<file path="src/shared/uart_ctl_regs.svh">
// Register addresses, field positions, reset values and timing counts
// for the UART channel control block.
// Assumes a 3-bit byte address bus with the documented map.
`ifndef UART_CTL_REGS_SVH
`define UART_CTL_REGS_SVH
`define ADR_HOLD 3'h0
`define ADR_IEN 3'h1
`define ADR_IID 3'h2
`define ADR_LFMT 3'h3
`define ADR_MCTL 3'h4
`define ADR_LSTAT 3'h5
`define ADR_MSTAT 3'h6
`define ADR_SCR 3'h7
`define IEN_RX 0
`define IEN_TX 1
`define IEN_LS 2
`define IEN_MS 3
`define QC_EN 0
`define QC_RXRST 1
`define QC_TXRST 2
`define QC_DMA 3
`define LF_STOP 2
`define LF_DLAB 7
`define MC_OUT2 3
`define IID_LS 4'h6
`define IID_TO 4'hc
`define IID_RX 4'h4
`define IID_TX 4'h2
`define IID_MS 4'h0
`define IID_NONE 4'h1
`define IEN_RST 8'h00
`define LF_RST 8'h00
`define MC_RST 8'h00
`define TRIG_L0 5'h01
`define TRIG_L1 5'h04
`define TRIG_L2 5'h08
`define TRIG_L3 5'h0e
`define TO_CHARS 4
`define TO_BITS 12
`endif

</file>
<file path="src/shared/uart_ctl_pkg.sv">
// Types shared by the UART channel control block and its bench.
// Assumes nothing beyond the register header.
package uart_ctl_pkg;
  // Receive side events from the shifter and FIFO datapath.
  typedef struct packed {
    logic push;
    logic overrun;
    logic [4:0] level;
    logic head_err;
    logic any_err;
    logic char_tick;
    logic bit_tick;
  } rx_evt_t;
  // Transmit side status from the transmit datapath.
  typedef struct packed {
    logic fifo_empty;
    logic shifter_empty;
  } tx_stat_t;
  typedef enum logic [1:0] {
    TO_IDLE = 2'b00,
    TO_RUN = 2'b01,
    TO_FIRE = 2'b10
  } to_state_t;
endpackage

</file>
<file path="src/hdl/uart_ctl.sv">
// Interrupt, FIFO control and line format logic of one UART channel.
// Assumes the FIFO/shifter datapath supplies events synchronous to clk;
// a second channel instantiates this module again.
// Contract
// - Receive interrupt follows trigger level crossing.
// - Data ready set on push, clears empty.
// - All enables clear gives polled mode.
// - Line status bits report polled status.
// - Receive interrupt: character or trigger level.
// - Transmit interrupt on empty, also on enable.
// - Overrun immediate, errors at read head.
// - Modem deltas raise modem interrupt.
// - Time-out after four chars plus twelve bits.
// - Status reads clear their interrupts.
// - Transmit interrupt cleared by identification read, write.
// - Identification encodes highest priority source.
// - Only highest pending reported, rest queued.
// - Bit zero low while interrupt pending.
// - Bits seven, six show FIFO enable.
// - Queue enable gates other control bits.
// - FIFO reset bits pulse, self clear.
// - DMA mode selects receive ready pin behaviour.
// - Trigger select gives 1, 4, 8, 14.
// - Word length five to eight bits.
// - Stop bits one, one-and-half, or two.
// - Interrupt pin driven only with output two.
`include "uart_ctl_regs.svh"
module uart_ctl (
  input wire logic clk,
  input wire logic sys_rst,
  input wire logic [2:0] addr,
  input wire logic rd,
  input wire logic wr,
  input wire logic [7:0] wdata,
  output logic [7:0] rdata,
  input wire logic [7:0] rx_data,
  input wire uart_ctl_pkg::rx_evt_t rx_evt,
  input wire uart_ctl_pkg::tx_stat_t tx_stat,
  input wire logic [3:0] modem_delta,
  input wire logic [3:0] modem_in,
  output logic rx_fifo_reset,
  output logic tx_fifo_reset,
  output logic thr_write,
  output logic rhr_read,
  output logic [1:0] word_len,
  output logic stop_two,
  output logic stop_half,
  output logic [7:0] line_format_q,
  output logic [7:0] modem_control_q,
  output logic receive_ready_n,
  output logic transmit_ready_n,
  output logic irq_o,
  output logic irq_oe_n,
  output logic general_output_two_n
);
  import uart_ctl_pkg::*;

  logic [7:0] ien_r, lfmt_r, mctl_r, scr_r;
  logic qen_r, dma_r;
  logic [1:0] trig_sel_r;
  logic rxrst_r, txrst_r;
  logic dr_r, oe_r, ls_int_r, tx_int_r, ms_int_r, to_int_r;
  logic tx_empty_d_r, txen_d_r;
  logic [7:0] rdata_r;
  logic [9:0] to_cnt_r;
  to_state_t to_st_r;
  logic [4:0] trig;
  logic rx_int, head_err_int, ls_pend, ms_pend, any_pend;
  logic [3:0] iid;
  logic dlab, rd_hold, rd_iid, rd_ls, rd_ms, wr_hold, wr_qc;
  logic [9:0] to_len;

  // Trigger level lookup, used for the interrupt and the ready pin.
  function automatic logic [4:0] trig_level(input logic [1:0] sel);
    unique case (sel)
      2'b00: trig_level = `TRIG_L0;
      2'b01: trig_level = `TRIG_L1;
      2'b10: trig_level = `TRIG_L2;
      2'b11: trig_level = `TRIG_L3;
    endcase
  endfunction

  // Address decode; the divisor latch shares offsets 0 and 1 with dlab.
  assign dlab = lfmt_r[`LF_DLAB];
  assign rd_hold = rd && addr == `ADR_HOLD && !dlab;
  assign wr_hold = wr && addr == `ADR_HOLD && !dlab;
  assign rd_iid = rd && addr == `ADR_IID;
  assign rd_ls = rd && addr == `ADR_LSTAT;
  assign rd_ms = rd && addr == `ADR_MSTAT;
  assign wr_qc = wr && addr == `ADR_IID;
  assign thr_write = wr_hold;
  assign rhr_read = rd_hold;

  // Plain control registers; each channel instance holds its own copy.
  always_ff @(posedge clk or posedge sys_rst) begin
    if (sys_rst) begin
      ien_r <= `IEN_RST;
      lfmt_r <= `LF_RST;
      mctl_r <= `MC_RST;
      scr_r <= 8'h00;
    end else if (wr) begin
      if (addr == `ADR_IEN && !dlab) ien_r <= {4'h0, wdata[3:0]};
      if (addr == `ADR_LFMT) lfmt_r <= wdata;
      if (addr == `ADR_MCTL) mctl_r <= {3'h0, wdata[4:0]};
      if (addr == `ADR_SCR) scr_r <= wdata;
    end
  end

  // Queue control: other bits only take effect with the enable set.
  always_ff @(posedge clk or posedge sys_rst) begin
    if (sys_rst) begin
      qen_r <= 1'b0;
      dma_r <= 1'b0;
      trig_sel_r <= 2'b00;
      rxrst_r <= 1'b0;
      txrst_r <= 1'b0;
    end else begin
      rxrst_r <= 1'b0;
      txrst_r <= 1'b0;
      if (wr_qc) begin
        qen_r <= wdata[`QC_EN];
        if (wdata[`QC_EN]) begin
          dma_r <= wdata[`QC_DMA];
          trig_sel_r <= wdata[7:6];
          rxrst_r <= wdata[`QC_RXRST];
          txrst_r <= wdata[`QC_TXRST];
        end
      end
    end
  end
  assign rx_fifo_reset = rxrst_r;
  assign tx_fifo_reset = txrst_r;

  // Line format decode for the shifters.
  assign word_len = lfmt_r[1:0];
  assign stop_two = lfmt_r[`LF_STOP] && lfmt_r[1:0] != 2'b00;
  assign stop_half = lfmt_r[`LF_STOP] && lfmt_r[1:0] == 2'b00;
  assign line_format_q = lfmt_r;
  assign modem_control_q = mctl_r;

  // Data ready and overrun; a push in the clearing cycle wins.
  always_ff @(posedge clk or posedge sys_rst) begin
    if (sys_rst) begin
      dr_r <= 1'b0;
      oe_r <= 1'b0;
    end else begin
      if (rx_evt.push) dr_r <= 1'b1;
      else if (rx_evt.level == 5'h00 || rxrst_r) dr_r <= 1'b0;
      if (rx_evt.overrun) oe_r <= 1'b1;
      else if (rd_ls) oe_r <= 1'b0;
    end
  end

  // Line status interrupt latch; a new error beats the clearing read.
  assign head_err_int = rx_evt.head_err && dr_r;
  always_ff @(posedge clk or posedge sys_rst) begin
    if (sys_rst) ls_int_r <= 1'b0;
    else if (rx_evt.overrun || head_err_int) ls_int_r <= 1'b1;
    else if (rd_ls) ls_int_r <= 1'b0;
  end
  assign ls_pend = ien_r[`IEN_LS] && (ls_int_r || oe_r);

  // Receive data interrupt: level-based, clears below the trigger.
  assign trig = qen_r ? trig_level(trig_sel_r) : 5'h01;
  assign rx_int = ien_r[`IEN_RX] && rx_evt.level >= trig;

  // Transmit ready: edge into empty, or enable rising while empty.
  always_ff @(posedge clk or posedge sys_rst) begin
    if (sys_rst) begin
      tx_int_r <= 1'b0;
      tx_empty_d_r <= 1'b1;
      txen_d_r <= 1'b0;
    end else begin
      tx_empty_d_r <= tx_stat.fifo_empty;
      txen_d_r <= ien_r[`IEN_TX];
      if ((tx_stat.fifo_empty && !tx_empty_d_r) ||
          (ien_r[`IEN_TX] && !txen_d_r && tx_stat.fifo_empty))
        tx_int_r <= 1'b1;
      else if (wr_hold || (rd_iid && iid == `IID_TX))
        tx_int_r <= 1'b0;
    end
  end

  // Modem delta bits are held in the status register outside.
  assign ms_pend = ien_r[`IEN_MS] && |modem_delta;
  always_ff @(posedge clk or posedge sys_rst) begin
    if (sys_rst) ms_int_r <= 1'b0;
    else ms_int_r <= ms_pend && !rd_ms;
  end

  // Time-out timer counts bit ticks; a character is counted as ten ticks.
  assign to_len = 10'(`TO_CHARS * 10 + `TO_BITS);
  always_ff @(posedge clk or posedge sys_rst) begin
    if (sys_rst) begin
      to_st_r <= TO_IDLE;
      to_cnt_r <= 10'h000;
      to_int_r <= 1'b0;
    end else begin
      unique case (to_st_r)
        TO_IDLE: begin
          to_cnt_r <= 10'h000;
          if (qen_r && ien_r[`IEN_RX] && dr_r) to_st_r <= TO_RUN;
        end
        TO_RUN: begin
          if (rx_evt.push || rd_hold || !dr_r) to_cnt_r <= 10'h000;
          else if (rx_evt.bit_tick) to_cnt_r <= to_cnt_r + 10'h001;
          if (!dr_r || !qen_r) to_st_r <= TO_IDLE;
          else if (to_cnt_r >= to_len) begin
            to_int_r <= 1'b1;
            to_st_r <= TO_FIRE;
          end
        end
        TO_FIRE: begin
          if (rd_hold || !qen_r) begin
            to_int_r <= 1'b0;
            to_st_r <= TO_IDLE;
          end
        end
        default: to_st_r <= TO_IDLE;
      endcase
    end
  end

  // Priority encoder: only the top pending source is shown.
  always_comb begin
    if (ls_pend) iid = `IID_LS;
    else if (to_int_r && ien_r[`IEN_RX]) iid = `IID_TO;
    else if (rx_int) iid = `IID_RX;
    else if (tx_int_r && ien_r[`IEN_TX]) iid = `IID_TX;
    else if (ms_int_r) iid = `IID_MS;
    else iid = `IID_NONE;
  end
  assign any_pend = iid != `IID_NONE;

  // Read mux, registered; with all enables clear this is polled mode.
  always_ff @(posedge clk or posedge sys_rst) begin
    if (sys_rst) rdata_r <= 8'h00;
    else if (rd) begin
      unique case (addr)
        `ADR_HOLD: rdata_r <= rx_data;
        `ADR_IEN: rdata_r <= ien_r;
        `ADR_IID: rdata_r <= {{2{qen_r}}, 2'b00, iid};
        `ADR_LFMT: rdata_r <= lfmt_r;
        `ADR_MCTL: rdata_r <= mctl_r;
        `ADR_LSTAT: rdata_r <= {rx_evt.any_err && qen_r,
                                tx_stat.fifo_empty && tx_stat.shifter_empty,
                                tx_stat.fifo_empty,
                                rx_evt.head_err && dr_r ? 3'h7 : 3'h0,
                                oe_r, dr_r};
        `ADR_MSTAT: rdata_r <= {modem_in, modem_delta};
        `ADR_SCR: rdata_r <= scr_r;
      endcase
    end
  end
  assign rdata = rdata_r;

  // Interrupt pin is driven only while the output-two bit is set.
  assign irq_o = any_pend;
  assign irq_oe_n = !mctl_r[`MC_OUT2];
  assign general_output_two_n = !mctl_r[`MC_OUT2];

  // DMA mode asserts receive ready only at or above trigger; transmit ready follows empty in both modes.
  assign receive_ready_n = dma_r ? !(rx_evt.level >= trig) : !dr_r;
  assign transmit_ready_n = dma_r ? !tx_stat.fifo_empty
                                  : !tx_stat.fifo_empty;
endmodule

</file>
<file path="config.mk">
export PLATFORM = sky130hd
export DESIGN_NAME = uart_ctl
export DESIGN_NICKNAME = d
export VERILOG_FILES = /design/src/shared/uart_ctl_pkg.sv /design/src/hdl/uart_ctl.sv
export VERILOG_INCLUDE_DIRS = /design/src /design/src/shared
export SDC_FILE = /design/constraint.sdc
export NUM_CORES = 1
export LEC_CHECK = 0
export BUFFER_PORTS_ARGS = -buffer_cell sky130_fd_sc_hd__buf_2
export CORE_MARGIN = 2
export CORE_UTILIZATION = 31
export DETAILED_ROUTE_END_ITERATION = 8
export GPL_TIMING_DRIVEN = 0
export PLACE_DENSITY_LB_ADDON = 0.3
export SLEW_MARGIN = 25
export SYNTH_ARGS = -nofsm -noshare
export SYNTH_HDL_FRONTEND = slang
export SYNTH_SLANG_ARGS = --single-unit
</file>
<file path="constraint.sdc">
create_clock -name clk -period 2.7 [get_ports clk]
set_input_delay 0.54 -clock clk [delete_from_list [all_inputs] [get_ports clk]]
set_output_delay 0.54 -clock clk [all_outputs]
set_load 0.1 [all_outputs]
</file>
Yosys cells after proc, flatten, opt, wreduce, memory -nomap -nowiden
Cells that the tools add are included.

Shifts and indexed selects: 0. Div/mod/pow operators: 0. Reductions and logical operators: 65. $mul: 0. Mux-type cells: 33. Add/sub/neg operators: 1. Equality and inequality tests: 20. Bitwise operators: 0. Order comparisons: 2.

Operator list (count): $pmux 8 s8 (1); $logic_and 1x1->1 (26); $mux 10 (2); $pmux 10 s2 (1); $pmux 5 s4 (1); $mux 1 (16); $reduce_bool 2->1 (7); $eq 3x3->1 const B (4); $reduce_and 2->1 (6); $add 10x1->10 const B (1); $ge 10x6->1 const B (1); $mux 2 (5); $logic_not 1->1 (9); $logic_or 1x1->1 (9); $mux 4 (2); $ne 2x2->1 const B (4); $eq 2x2->1 const B (3); $eq 3x2->1 const B (2); $logic_not 2->1 (3); $mux 3 (2); $ne 3x3->1 const B (2); $pmux 2 s3 (1); $ge 5x5->1 (1); $logic_not 5->1 (1); other kinds (10) (11).

Memory bits (writable): 0. Memory bits (read-only): 0. Memories: 0. Word-level logic and storage cells: 141. Bits in registers: 59. Latch bits: 0. Output and inout port bits: 37. Bits of input ports: 44.

Longest topological paths before layout
Gate-level depths: netlist of the first run.

Depth in word-level cells: 13. Gate-level depth with buffers: 8. Depth with buffers taken out: 7.

Worst setup path before layout of the first run
Ideal clock, no wire load.

Path type: register -> output. From: register lfmt_r[2], in the netlist line_format_q[2]. To: output port stop_half. Path buffers: 0. Cell stages (with the launch flop): 2. Arrival: 3.253 ns. Data required time: 2.160 ns. Path slack: -1.093 ns. Cells stage by stage: dfrtp_1 nor3b_1.

Word-level cells in the longest chain between the ends: 1.

Ends and longest elaborated chain: start: declaration (RTL line uart_ctl.sv:58) `logic [7:0] ien_r, lfmt_r, mctl_r, scr_r;`; start signal: assignment (RTL line uart_ctl.sv:98) `` lfmt_r <= `LF_RST; ``; start signal: assignment (RTL line uart_ctl.sv:103) `` if (addr == `ADR_LFMT) lfmt_r <= wdata; ``; $logic_and 1x1->1 (RTL line uart_ctl.sv:137) `` assign stop_half = lfmt_r[`LF_STOP] && lfmt_r[1:0] == 2'b00; ``; end: declaration (RTL line uart_ctl.sv:47) `output logic stop_half,`.

Every way passes these cells.

Final worst setup path of the first run
From: register qen_r. To: output port irq_o.

Word-level cells in the longest chain between the ends: 7.

Ends and longest elaborated chain: start: declaration (RTL line uart_ctl.sv:59) `logic qen_r, dma_r;`; start signal: assignment (RTL line uart_ctl.sv:121) `` qen_r <= wdata[`QC_EN]; ``; $mux 5 (RTL line uart_ctl.sv:164) `assign trig = qen_r ? trig_level(trig_sel_r) : 5'h01;`; $ge 5x5->1 (RTL line uart_ctl.sv:165) `` assign rx_int = ien_r[`IEN_RX] && rx_evt.level >= trig; ``; $logic_and 1x1->1 (RTL line uart_ctl.sv:165); $mux 3 (RTL line uart_ctl.sv:228) `` else if (rx_int) iid = `IID_RX; ``; $mux 4 (RTL line uart_ctl.sv:227) `` else if (to_int_r && ien_r[`IEN_RX]) iid = `IID_TO; ``; $mux 4 (RTL line uart_ctl.sv:226) `` if (ls_pend) iid = `IID_LS; ``; $ne 4x1->1 (no source line); end: declaration (RTL line uart_ctl.sv:52) `output logic irq_o,`.

Every way passes these cells.

==> impl_metrics.toml, run 1 <==
[route]
drc = 0
drt_pass1_iterations = 4
wl_um = 9390
vias = 2928
drt_iter0_markers = 251
ant_nets = 0
via_per_inst = 5.15
wl_per_cell_um = 16.5

[floorplan]
die_x_um = 107
rows = 37
dieArea_sq_mm = 0.0115
core-area_sq_mm = 0.0104
ioPinCount = 81
start_util = 0.320
die_h_um = 107

[critical_path]
reg2reg_slack_ps = 670
crit_type = "reg -> out"
max_stage_delay_ps = 440
r2r-end = "rdata[2]$_DFFE_PP0P_"
cp_max_fo = 5
worstPathCellList = "nand2_2, ha_4, a21o_1, a211oi_4, o2111ai_2, nand2b_4, buf_12"
cp_data_required_time_ps = 2160
r2r_cells = 8
crit_slowest_cell = "dfrtp_2"
critPathCaptureType = "output port"
cp-start-kind = "flip-flop"
r2r_start = "qen_r$_DFFE_PP0P_"
critPathArrivalTime_ps = 2120
cp_top_family = "compound AO/OA/AOI/OAI gates"
path_buf_inv = 1

[clock_tree]
numClockSinks = 59
cts_root_buffer = "clkbuf_8"
htreeDepth = 3
ctsHoldBuffers = 0
clk_latency_ps = 350
path_clk_slew_ps = 70
cts_buffers = 9
cts_tree = "yes"
cts.path.max_buffers = 2

[flow_run]
maxCapViolCount = 0

[power]
powerDensity_mw_per_mm2 = 789
fin_total_pwr_mw = 3.31
leakagePower_nw = 1.89
vdd_ir_drop_max_uv = 549

[yosys]
netlist_area_sq_mm = 0.00332
synth.area.top_cells = "dfrtp_1, mux2_2, o21ai_0, nand2_1, a21oi_1"
async_reset_ff_frac = 1.00
synth_edf_count = 0
yosysWarnings = 0
synth_most_common_cell = "dfrtp_1"
synth-main-ff-cell = "dfrtp_1"
netlist_instances = 336
yosysTopAreaCell = "dfrtp_1"
synth.ff_latch_count = 59
synth_cell_types = 57
yosys-top-cells-count = "dfrtp_1, o21ai_0, nand2_1"
yosysTopAreaCellShare = 0.438
syn_avg_cell_area_sq_um = 9.87
synth-seq-area-share = 0.446

[layout]
num-fill-cells = 1059
antenna-diode-count = 0
multiInputGateArea_sq_mm = 0.00169
fin_util = 0.404
area_growth_pct = 26.3
finalInstanceArea_sq_mm = 0.00419
nets = 477
drive_gt1_frac = 0.370
final-seq-area_sq_mm = 0.00148

[sta]
setup-violations-final = 0
fin_crit_ps = 2660
slew_violations = 0
setup_slack_ps = 40.6
clock.fmax_ghz = 0.376
min_period_over_period = 0.985
hold_viol = 0
skew_ps = 9.96
whs_ps = 91.1
rsz0062_at_grt = "yes"

[global_routing]
overflow = 0
grt_max_degree = 50
grt_pass1_wl_um = 15100
antenna_found_initial = 0
grt_use_total = 0.170
grt_pass1_vias = 2866

[placement]
placed_cell_area_sq_mm = 0.00391
gp_routability_congestion = 0.786
hpwl_um = 6980
portBuffers = 75
dp_worst_setup_slack_ps = -557

[outcome]
status = "completed"

[hold_path]
hp-class = "in -> async"
==> kinds of logic after synthesis <==
logic type / after synthesis / synth area share
AO/OA/AOI/OAI: 93 / 0.174
adder cells (fa/ha/maj): 6 / 0.0226
buffers and inverters: 37 / 0.0641
flip-flops: 59 / 0.446
multiplexers: 29 / 0.105
other: 1 / 0.00113
AND/OR/NAND/NOR: 111 / 0.188
==> stage by stage <==
stage               setup TNS [ps]  std cells
global route                 -40.2        568
finish                           0        568
floorplan                     -135        338
global placement             -5600        549
detailed placement            -994        550
CTS                          -10.9        567
==> worst max-delay path by stage <==
stage / from / to / slack [ps] / depth (start not counted)
global placement: qen_r$_DFFE_PP0P_ / irq_o / -540 / 8
CTS: trig_sel_r[0]$_DFFE_PP0P_ / irq_o / -10 / 7
finish: qen_r$_DFFE_PP0P_ / irq_o / 40 / 7
detailed placement: qen_r$_DFFE_PP0P_ / irq_o / -560 / 8
floorplan: line_format_q[2]$_DFFE_PP0P_ / stop_half / -140 / 1
global route: qen_r$_DFFE_PP0P_ / irq_o / -40 / 7
==> layout make-up <==
type | count | area share
well taps | 136 | 0.0406
multi-input cells | 242 | 0.404
plain buffers | 20 | 0.0355
repair buffers | 79 | 0.108
flip-flops and latches | 59 | 0.353
clock buffers | 11 | 0.0361
clock inverters | 5 | 0.00866
inverters | 16 | 0.0149
==> power breakdown <==
| part | leakage [nW] | internal [mW] | switching (mW) |
|---|---|---|---|
| logic | 1.08 | 0.367 | 1.01 |
| registers | 0.720 | 1.03 | 0.138 |
| clock network | 0.0880 | 0.384 | 0.378 |
==> worst register-to-register path, cell delays in order (launching register included) <==
cell and delay (ps):
dfrtp_2 440, nand2_2 90, ha_4 200, a21o_1 180, a211oi_4 330, o2111ai_2 160
buf_4 190, a211oi_1 250, o21ai_1 80
==> cell usage in the layout (no fill, tap or decap), types with 2 or more instances in the layout <==
cell type	count
a211oi_1	6
buf_2	76
nor4_1	2
nor2_1	18
a31oi_1	6
mux2i_1	5
o2bb2ai_1	2
buf_6	4
nand4_1	5
buf_4	11
dfrtp_1	57
and4_1	2
conb_1	3
inv_1	14
clkinvlp_4	3
o21ai_1	2
clkbuf_8	12
nand2_1	37
nand2b_1	8
nand3_1	10
ha_1	5
and2b_1	3
mux2_2	22
or3_1	3
nand3_2	4
nor3_1	2
a41oi_1	3
clkbuf_1	4
o21ai_0	38
nor3_4	3
a21oi_1	17
a21o_1	2
and3_1	2
o221ai_1	4
==> sequential cells by signal, summed over array words and instances (netlist names), 2 cells and up <==
| register | cells |
|---|---|
| scr_r | 8 |
| trig_sel_r | 2 |
| modem_control_q | 5 |
| to_cnt_r | 10 |
| rdata | 8 |
| line_format_q | 8 |
| to_st_r | 2 |
| ien_r | 4 |
==> repair_timing <==
item                                    4_1_cts  5_1_grt
gates resized for setup                      10        5
pin swaps                                     3        2
endpoints found under the setup margin        3        2
buffers inserted                              2        1
==> layer usage <==
metal / up-vias / wire length (um) / share of wire / track usage
li1: 1395 / - / - / -
met1: 1417 / 4230 / 0.45 / 0.225
met2: 105 / 4390 / 0.47 / 0.269
met3: 11 / 598 / 0.064 / 0.0448
met4: 0 / 169 / 0.018 / 0.0623
met5: - / 0 / 0 / 0
(Power assumes the default switching activity.)
==> inputs of run 2 (changes only) <==
--- a/config.mk
+++ b/config.mk
@@ -7,11 +7,13 @@
 export NUM_CORES = 1
 export LEC_CHECK = 0
 export BUFFER_PORTS_ARGS = -buffer_cell sky130_fd_sc_hd__buf_2
+export CAP_MARGIN = 20
 export CORE_MARGIN = 2
 export CORE_UTILIZATION = 31
 export DETAILED_ROUTE_END_ITERATION = 8
 export GPL_TIMING_DRIVEN = 0
-export PLACE_DENSITY_LB_ADDON = 0.3
+export PLACE_DENSITY = 0.57
+export RECOVER_POWER = 100
 export SLEW_MARGIN = 25
 export SYNTH_ARGS = -nofsm -noshare
 export SYNTH_HDL_FRONTEND = slang
==> impl_metrics.toml, run 2 (synthesized netlist as in run 1, its figures left out) <==
[route]
drt_iter0_markers = 161
vias = 2871
wl_um = 9320
drc = 0
drt_pass1_iterations = 4
via_per_inst = 5.05
ant_nets = 0
wl_per_cell_um = 16.4

[outcome]
status = "completed"

[power]
power_frac_comb = 0.393
p_int_mw = 1.88
seq_power_share = 0.345
p_sw_frac = 0.444
fin_total_pwr_mw = 3.38
vdd_ir_drop_max_uv = 436
p_sw_mw = 1.50
power.clock.fraction = 0.262
powerDensity_mw_per_mm2 = 832
leakagePower_nw = 1.75

[floorplan]
start_util = 0.320
die_h_um = 107
rows = 37
ioPinCount = 81
dieArea_sq_mm = 0.0115
core-area_sq_mm = 0.0104
die_x_um = 107

[hold_path]
hp-start = "tx_stat[1]"
hp-class = "in -> reg"
min_to = "tx_empty_d_r$_DFF_PP1_"
whs_path_depth = 1

[critical_path]
r2r_start = "qen_r$_DFFE_PP0P_"
critPathCaptureType = "output port"
reg2reg_slack_ps = 660
critPathArrivalTime_ps = 2130
crit_type = "reg -> out"
r2r-end = "rdata[2]$_DFFE_PP0P_"
r2r_cells = 8
cp_data_required_time_ps = 2160
cp_max_fo = 5
cp-start-kind = "flip-flop"

[layout]
area_growth_pct = 22.5
largest_register_ffs = 10
drive_gt1_frac = 0.257
top_register = "to_cnt_r"
antenna-diode-count = 0
fin_cells = 568
layout_commonest_cell = "dfrtp_1"
final_cell_mix = "dfrtp_1, clkbuf_1, buf_2"
nets = 477
finalInstanceArea_sq_mm = 0.00406

[placement]
portBuffers = 75
dp.cells = 550
gp_routability_congestion = 0.831
hpwl_um = 6970
placed_cell_area_sq_mm = 0.00391
dp_worst_setup_slack_ps = -570

[sta]
min_period_over_period = 0.989
clock.fmax_ghz = 0.375
fin_tns_setup_ps = 0
rsz0062_at_grt = "yes"
fin_crit_ps = 2670
skew_ps = 14.4
worst_pin_slew_ps = 1200
relSlewSlack = 0.201
setup-violations-final = 0
hold_viol = 0
slew_violations = 0
setup_slack_ps = 29.9

[clock_tree]
numClockSinks = 59
cts_tree = "yes"
cts_root_buffer = "clkbuf_8"
path_clk_slew_ps = 70
clk_latency_ps = 360
ctsHoldBuffers = 0
htreeDepth = 3
cts.path.max_buffers = 2
cts_buffers = 9

[global_routing]
grt_pass1_wl_um = 14700
grt_use_total = 0.170
grt_max_degree = 35
grt_pass1_vias = 2698
antenna_found_initial = 0
overflow = 0

[flow_run]
maxCapViolCount = 0
==> run 2: changes by cell type in the layout (fill, tap and decap cells not counted), sizes merged <==
cell,previous run,this run
buf,94,50
bufinv,0,2
clkbuf,16,60
clkinv,1,2
clkinvlp,3,2
inv,17,15
==> run 2: repair_timing <==
| action | 4_1_cts | 5_1_grt |
|---|---|---|
| setup endpoints to repair | 3 | 2 |
| buffers inserted | 3 | 0 |
| resized for setup | 13 | 7 |
| pin swaps | 3 | 3 |
==> run 2: per-stage QoR <==
step / utilization / hold slack, ps
finish: 0.392 / 351
floorplan: - / 412
global route: 0.392 / 360
detailed placement: 0.377 / 436
global placement: 0.374 / 433
CTS: 0.405 / 167
==> run 2: area by class of cell <==
class	instances	area [sq um]
repair buffers	79	390
fillers	1085	6310
clock inverters	5	77.6
clock buffers	11	131
well taps	136	170
inverters	16	61.3
multi-input cells	242	1650
plain buffers	20	101
flip-flops and latches	59	1480
==> run 2: worst max-delay path by stage <==
stage / start / endpoint / slack, ps
5_1_grt: qen_r$_DFFE_PP0P_ / irq_o / -40
3_3_place_gp: qen_r$_DFFE_PP0P_ / irq_o / -540
2_1_floorplan: line_format_q[2]$_DFFE_PP0P_ / stop_half / -140
4_1_cts: qen_r$_DFFE_PP0P_ / irq_o / 5
3_5_place_dp: qen_r$_DFFE_PP0P_ / irq_o / -570
6_report: qen_r$_DFFE_PP0P_ / irq_o / 30
==> run 2: routing by layer <==
| layer | track usage | part of all wire | up-vias | routed length [um] |
|---|---|---|---|---|
| met5 | 0 | 0 | - | 0 |
| met4 | 0.0623 | 0.017 | 0 | 158 |
| met3 | 0.0442 | 0.059 | 11 | 548 |
| met2 | 0.255 | 0.45 | 84 | 4200 |
| met1 | 0.235 | 0.47 | 1381 | 4420 |
| li1 | - | - | 1395 | - |
==> run 2: power groups by stage <==
stage | clock network (mW) | registers, mW | logic [mW]
finish | 0.886 | 1.17 | 1.33
global route | 0.937 | 1.19 | 1.41
CTS | 0.901 | 1.16 | 1.38
detailed placement | 0 | 1.18 | 1.32
global placement | 0 | 1.17 | 1.30
floorplan | 0 | 1.58 | 0.642
==> run 2: critical path, stage by stage (launching register included) <==
cell and delay (ps):
dfrtp_2 440, nand2_2 90, ha_4 200, a21o_1 180
a211oi_4 330, o2111ai_2 160, nand2b_4 200, buf_12 170
==> inputs of run 3 (changes only) <==
==> constraint.sdc (replaced) <==
create_clock -name clk -period 2.7 [get_ports clk]
set_input_delay 0.81 -clock clk [delete_from_list [all_inputs] [get_ports clk]]
set_output_delay 0.81 -clock clk [all_outputs]
set_load 0.1 [all_outputs]
==> impl_metrics.toml, run 3 (synthesized netlist as in run 1, its figures left out) <==
[outcome]
status = "finished with violations"
violations = "negative setup slack"

[floorplan]
ioPinCount = 81
start_util = 0.320
rows = 37
core-area_sq_mm = 0.0104
dieArea_sq_mm = 0.0115
die_x_um = 107
die_h_um = 107

[critical_path]
r2r_start = "qen_r$_DFFE_PP0P_"
path_buf_inv = 2
cp_top_family = "compound AO/OA/AOI/OAI gates"
startpoint = "rx_evt[6]"
cp_data_required_time_ps = 1890
critPathCaptureType = "output port"
crit_type = "in -> out"
reg2reg_slack_ps = 540
worstPathCellList = "buf_8, ha_4, a21o_1, a211oi_4, o2111ai_2, nand2b_4, buf_12"
cp_max_fo = 3
max_stage_delay_ps = 310
r2r-end = "rdata[2]$_DFFE_PP0P_"
critPathArrivalTime_ps = 2150
r2r_cells = 9
cp-start-kind = "input port"
crit_slowest_cell = "a211oi_4"

[power]
p_sw_mw = 1.50
powerDensity_mw_per_mm2 = 787
vdd_ir_drop_max_uv = 578
p_sw_frac = 0.467
leakagePower_nw = 1.78
seq_power_share = 0.365
power_frac_comb = 0.422
power.clock.fraction = 0.213
p_int_mw = 1.71

[clock_tree]
cts_buffers = 9
clk_latency_ps = 340
cts.path.max_buffers = 2
cts_root_buffer = "clkbuf_8"
ctsHoldBuffers = 0
htreeDepth = 3
numClockSinks = 59
cts_tree = "yes"
path_clk_slew_ps = 70

[route]
wl_per_cell_um = 16.4
drt_pass1_iterations = 6
drc = 0
drt_iter0_markers = 178
ant_nets = 0
wl_um = 9320
via_per_inst = 5.07
vias = 2877

[sta]
skew_ps = 12.1
slew_violations = 0
min_period_over_period = 1.10
fin_crit_ps = 2960
setup_slack_ps = -261
setup-violations-final = 7
rsz0062_at_grt = "yes"
hold_viol = 0
clock.fmax_ghz = 0.338
whs_ps = 475
relSlewSlack = 0.211
worst_pin_slew_ps = 1190

[hold_path]
whs_path_depth = 0
hp-start = "ien_r[1]$_DFFE_PP0P_"
hp-class = "reg -> reg"
min_to = "txen_d_r$_DFF_PP0_"

[placement]
portBuffers = 75
placed_cell_area_sq_mm = 0.00397
hpwl_um = 7090
gp_routability_congestion = 0.852

[layout]
nets = 477
multiInputGateArea_sq_mm = 0.00166
final-seq-area_sq_mm = 0.00148
final_cell_mix = "dfrtp_1, o21ai_0, buf_2"
layout_commonest_cell = "dfrtp_1"
antenna-diode-count = 0
fin_util = 0.393
finalInstanceArea_sq_mm = 0.00408
num-fill-cells = 1088
largest_register_ffs = 10
area_growth_pct = 23.1
drive_gt1_frac = 0.296
top_register = "to_cnt_r"

[global_routing]
grt_pass1_vias = 2835
overflow = 0
grt_pass1_wl_um = 15100
antenna_found_initial = 0
grt_use_total = 0.171
grt_max_degree = 44

[flow_run]
maxCapViolCount = 0
run 3: changes by cell type in the layout (fill, tap and decap cells not counted), sizes merged:
cell | before | now
buf | 50 | 54
bufinv | 2 | 0
clkinvlp | 2 | 4
clkbuf | 60 | 56
clkinv | 2 | 3
inv | 15 | 14
run 3: per-stage QoR:
step	worst slack, ps	std cells	total power, mW	TNS [ps]
6_report	-261	568	3.21	-929
5_1_grt	-309	568	3.38	-1680
4_1_cts	-332	567	3.26	-574
3_5_place_dp	-518	550	2.53	-1220
3_3_place_gp	-589	549	2.51	-24550
2_1_floorplan	-29.1	338	2.25	-48.9
run 3: cell type report:
| class | count | area share |
|---|---|---|
| Multi-Input combinational cell | 242 | 0.407 |
| Clock inverter | 5 | 0.00736 |
| Sequential cell | 59 | 0.363 |
| Tap cell | 136 | 0.0417 |
| Clock buffer | 11 | 0.0322 |
| Timing Repair Buffer | 79 | 0.106 |
| Buffer | 20 | 0.0267 |
| Inverter | 16 | 0.0159 |
run 3: worst max-delay path by stage:
stage                                                 to  slack [ps]  depth (start not counted)
final                                              irq_o        -260                          7
after global routing                               irq_o        -310                          7
after CTS                                          irq_o        -330                          7
after detailed placement                 receive_ready_n        -520                          7
after global placement    modem_control_q[3]$_DFFE_PP0P_        -590                          2
after floorplan                                stop_half         -30                          1
run 3: repair_timing:
item | CTS | global route
hold endpoints to repair | 0 | 0
resized for setup | 15 | 7
setup endpoints to repair | 4 | 3
buffers inserted | 2 | 1
pin swaps | 4 | 3
run 3: power groups by stage:
stage / registers (mW) / logic, mW / clock network [mW]
final: 1.17 / 1.35 / 0.685
after global routing: 1.20 / 1.43 / 0.747
after CTS: 1.17 / 1.39 / 0.707
after detailed placement: 1.18 / 1.35 / 0
after global placement: 1.18 / 1.33 / 0
after floorplan: 1.58 / 0.665 / 0
run 3: metal layers:
metal  track usage  part of all wire  vias up  routed length [um]
li1              -                 -     1395                   -
met1         0.239              0.46     1391                4300
met2         0.266              0.47       82                4390
met4        0.0604             0.013        0                 117
met3        0.0321             0.056        9                 519
met5             0                 0        -                   0
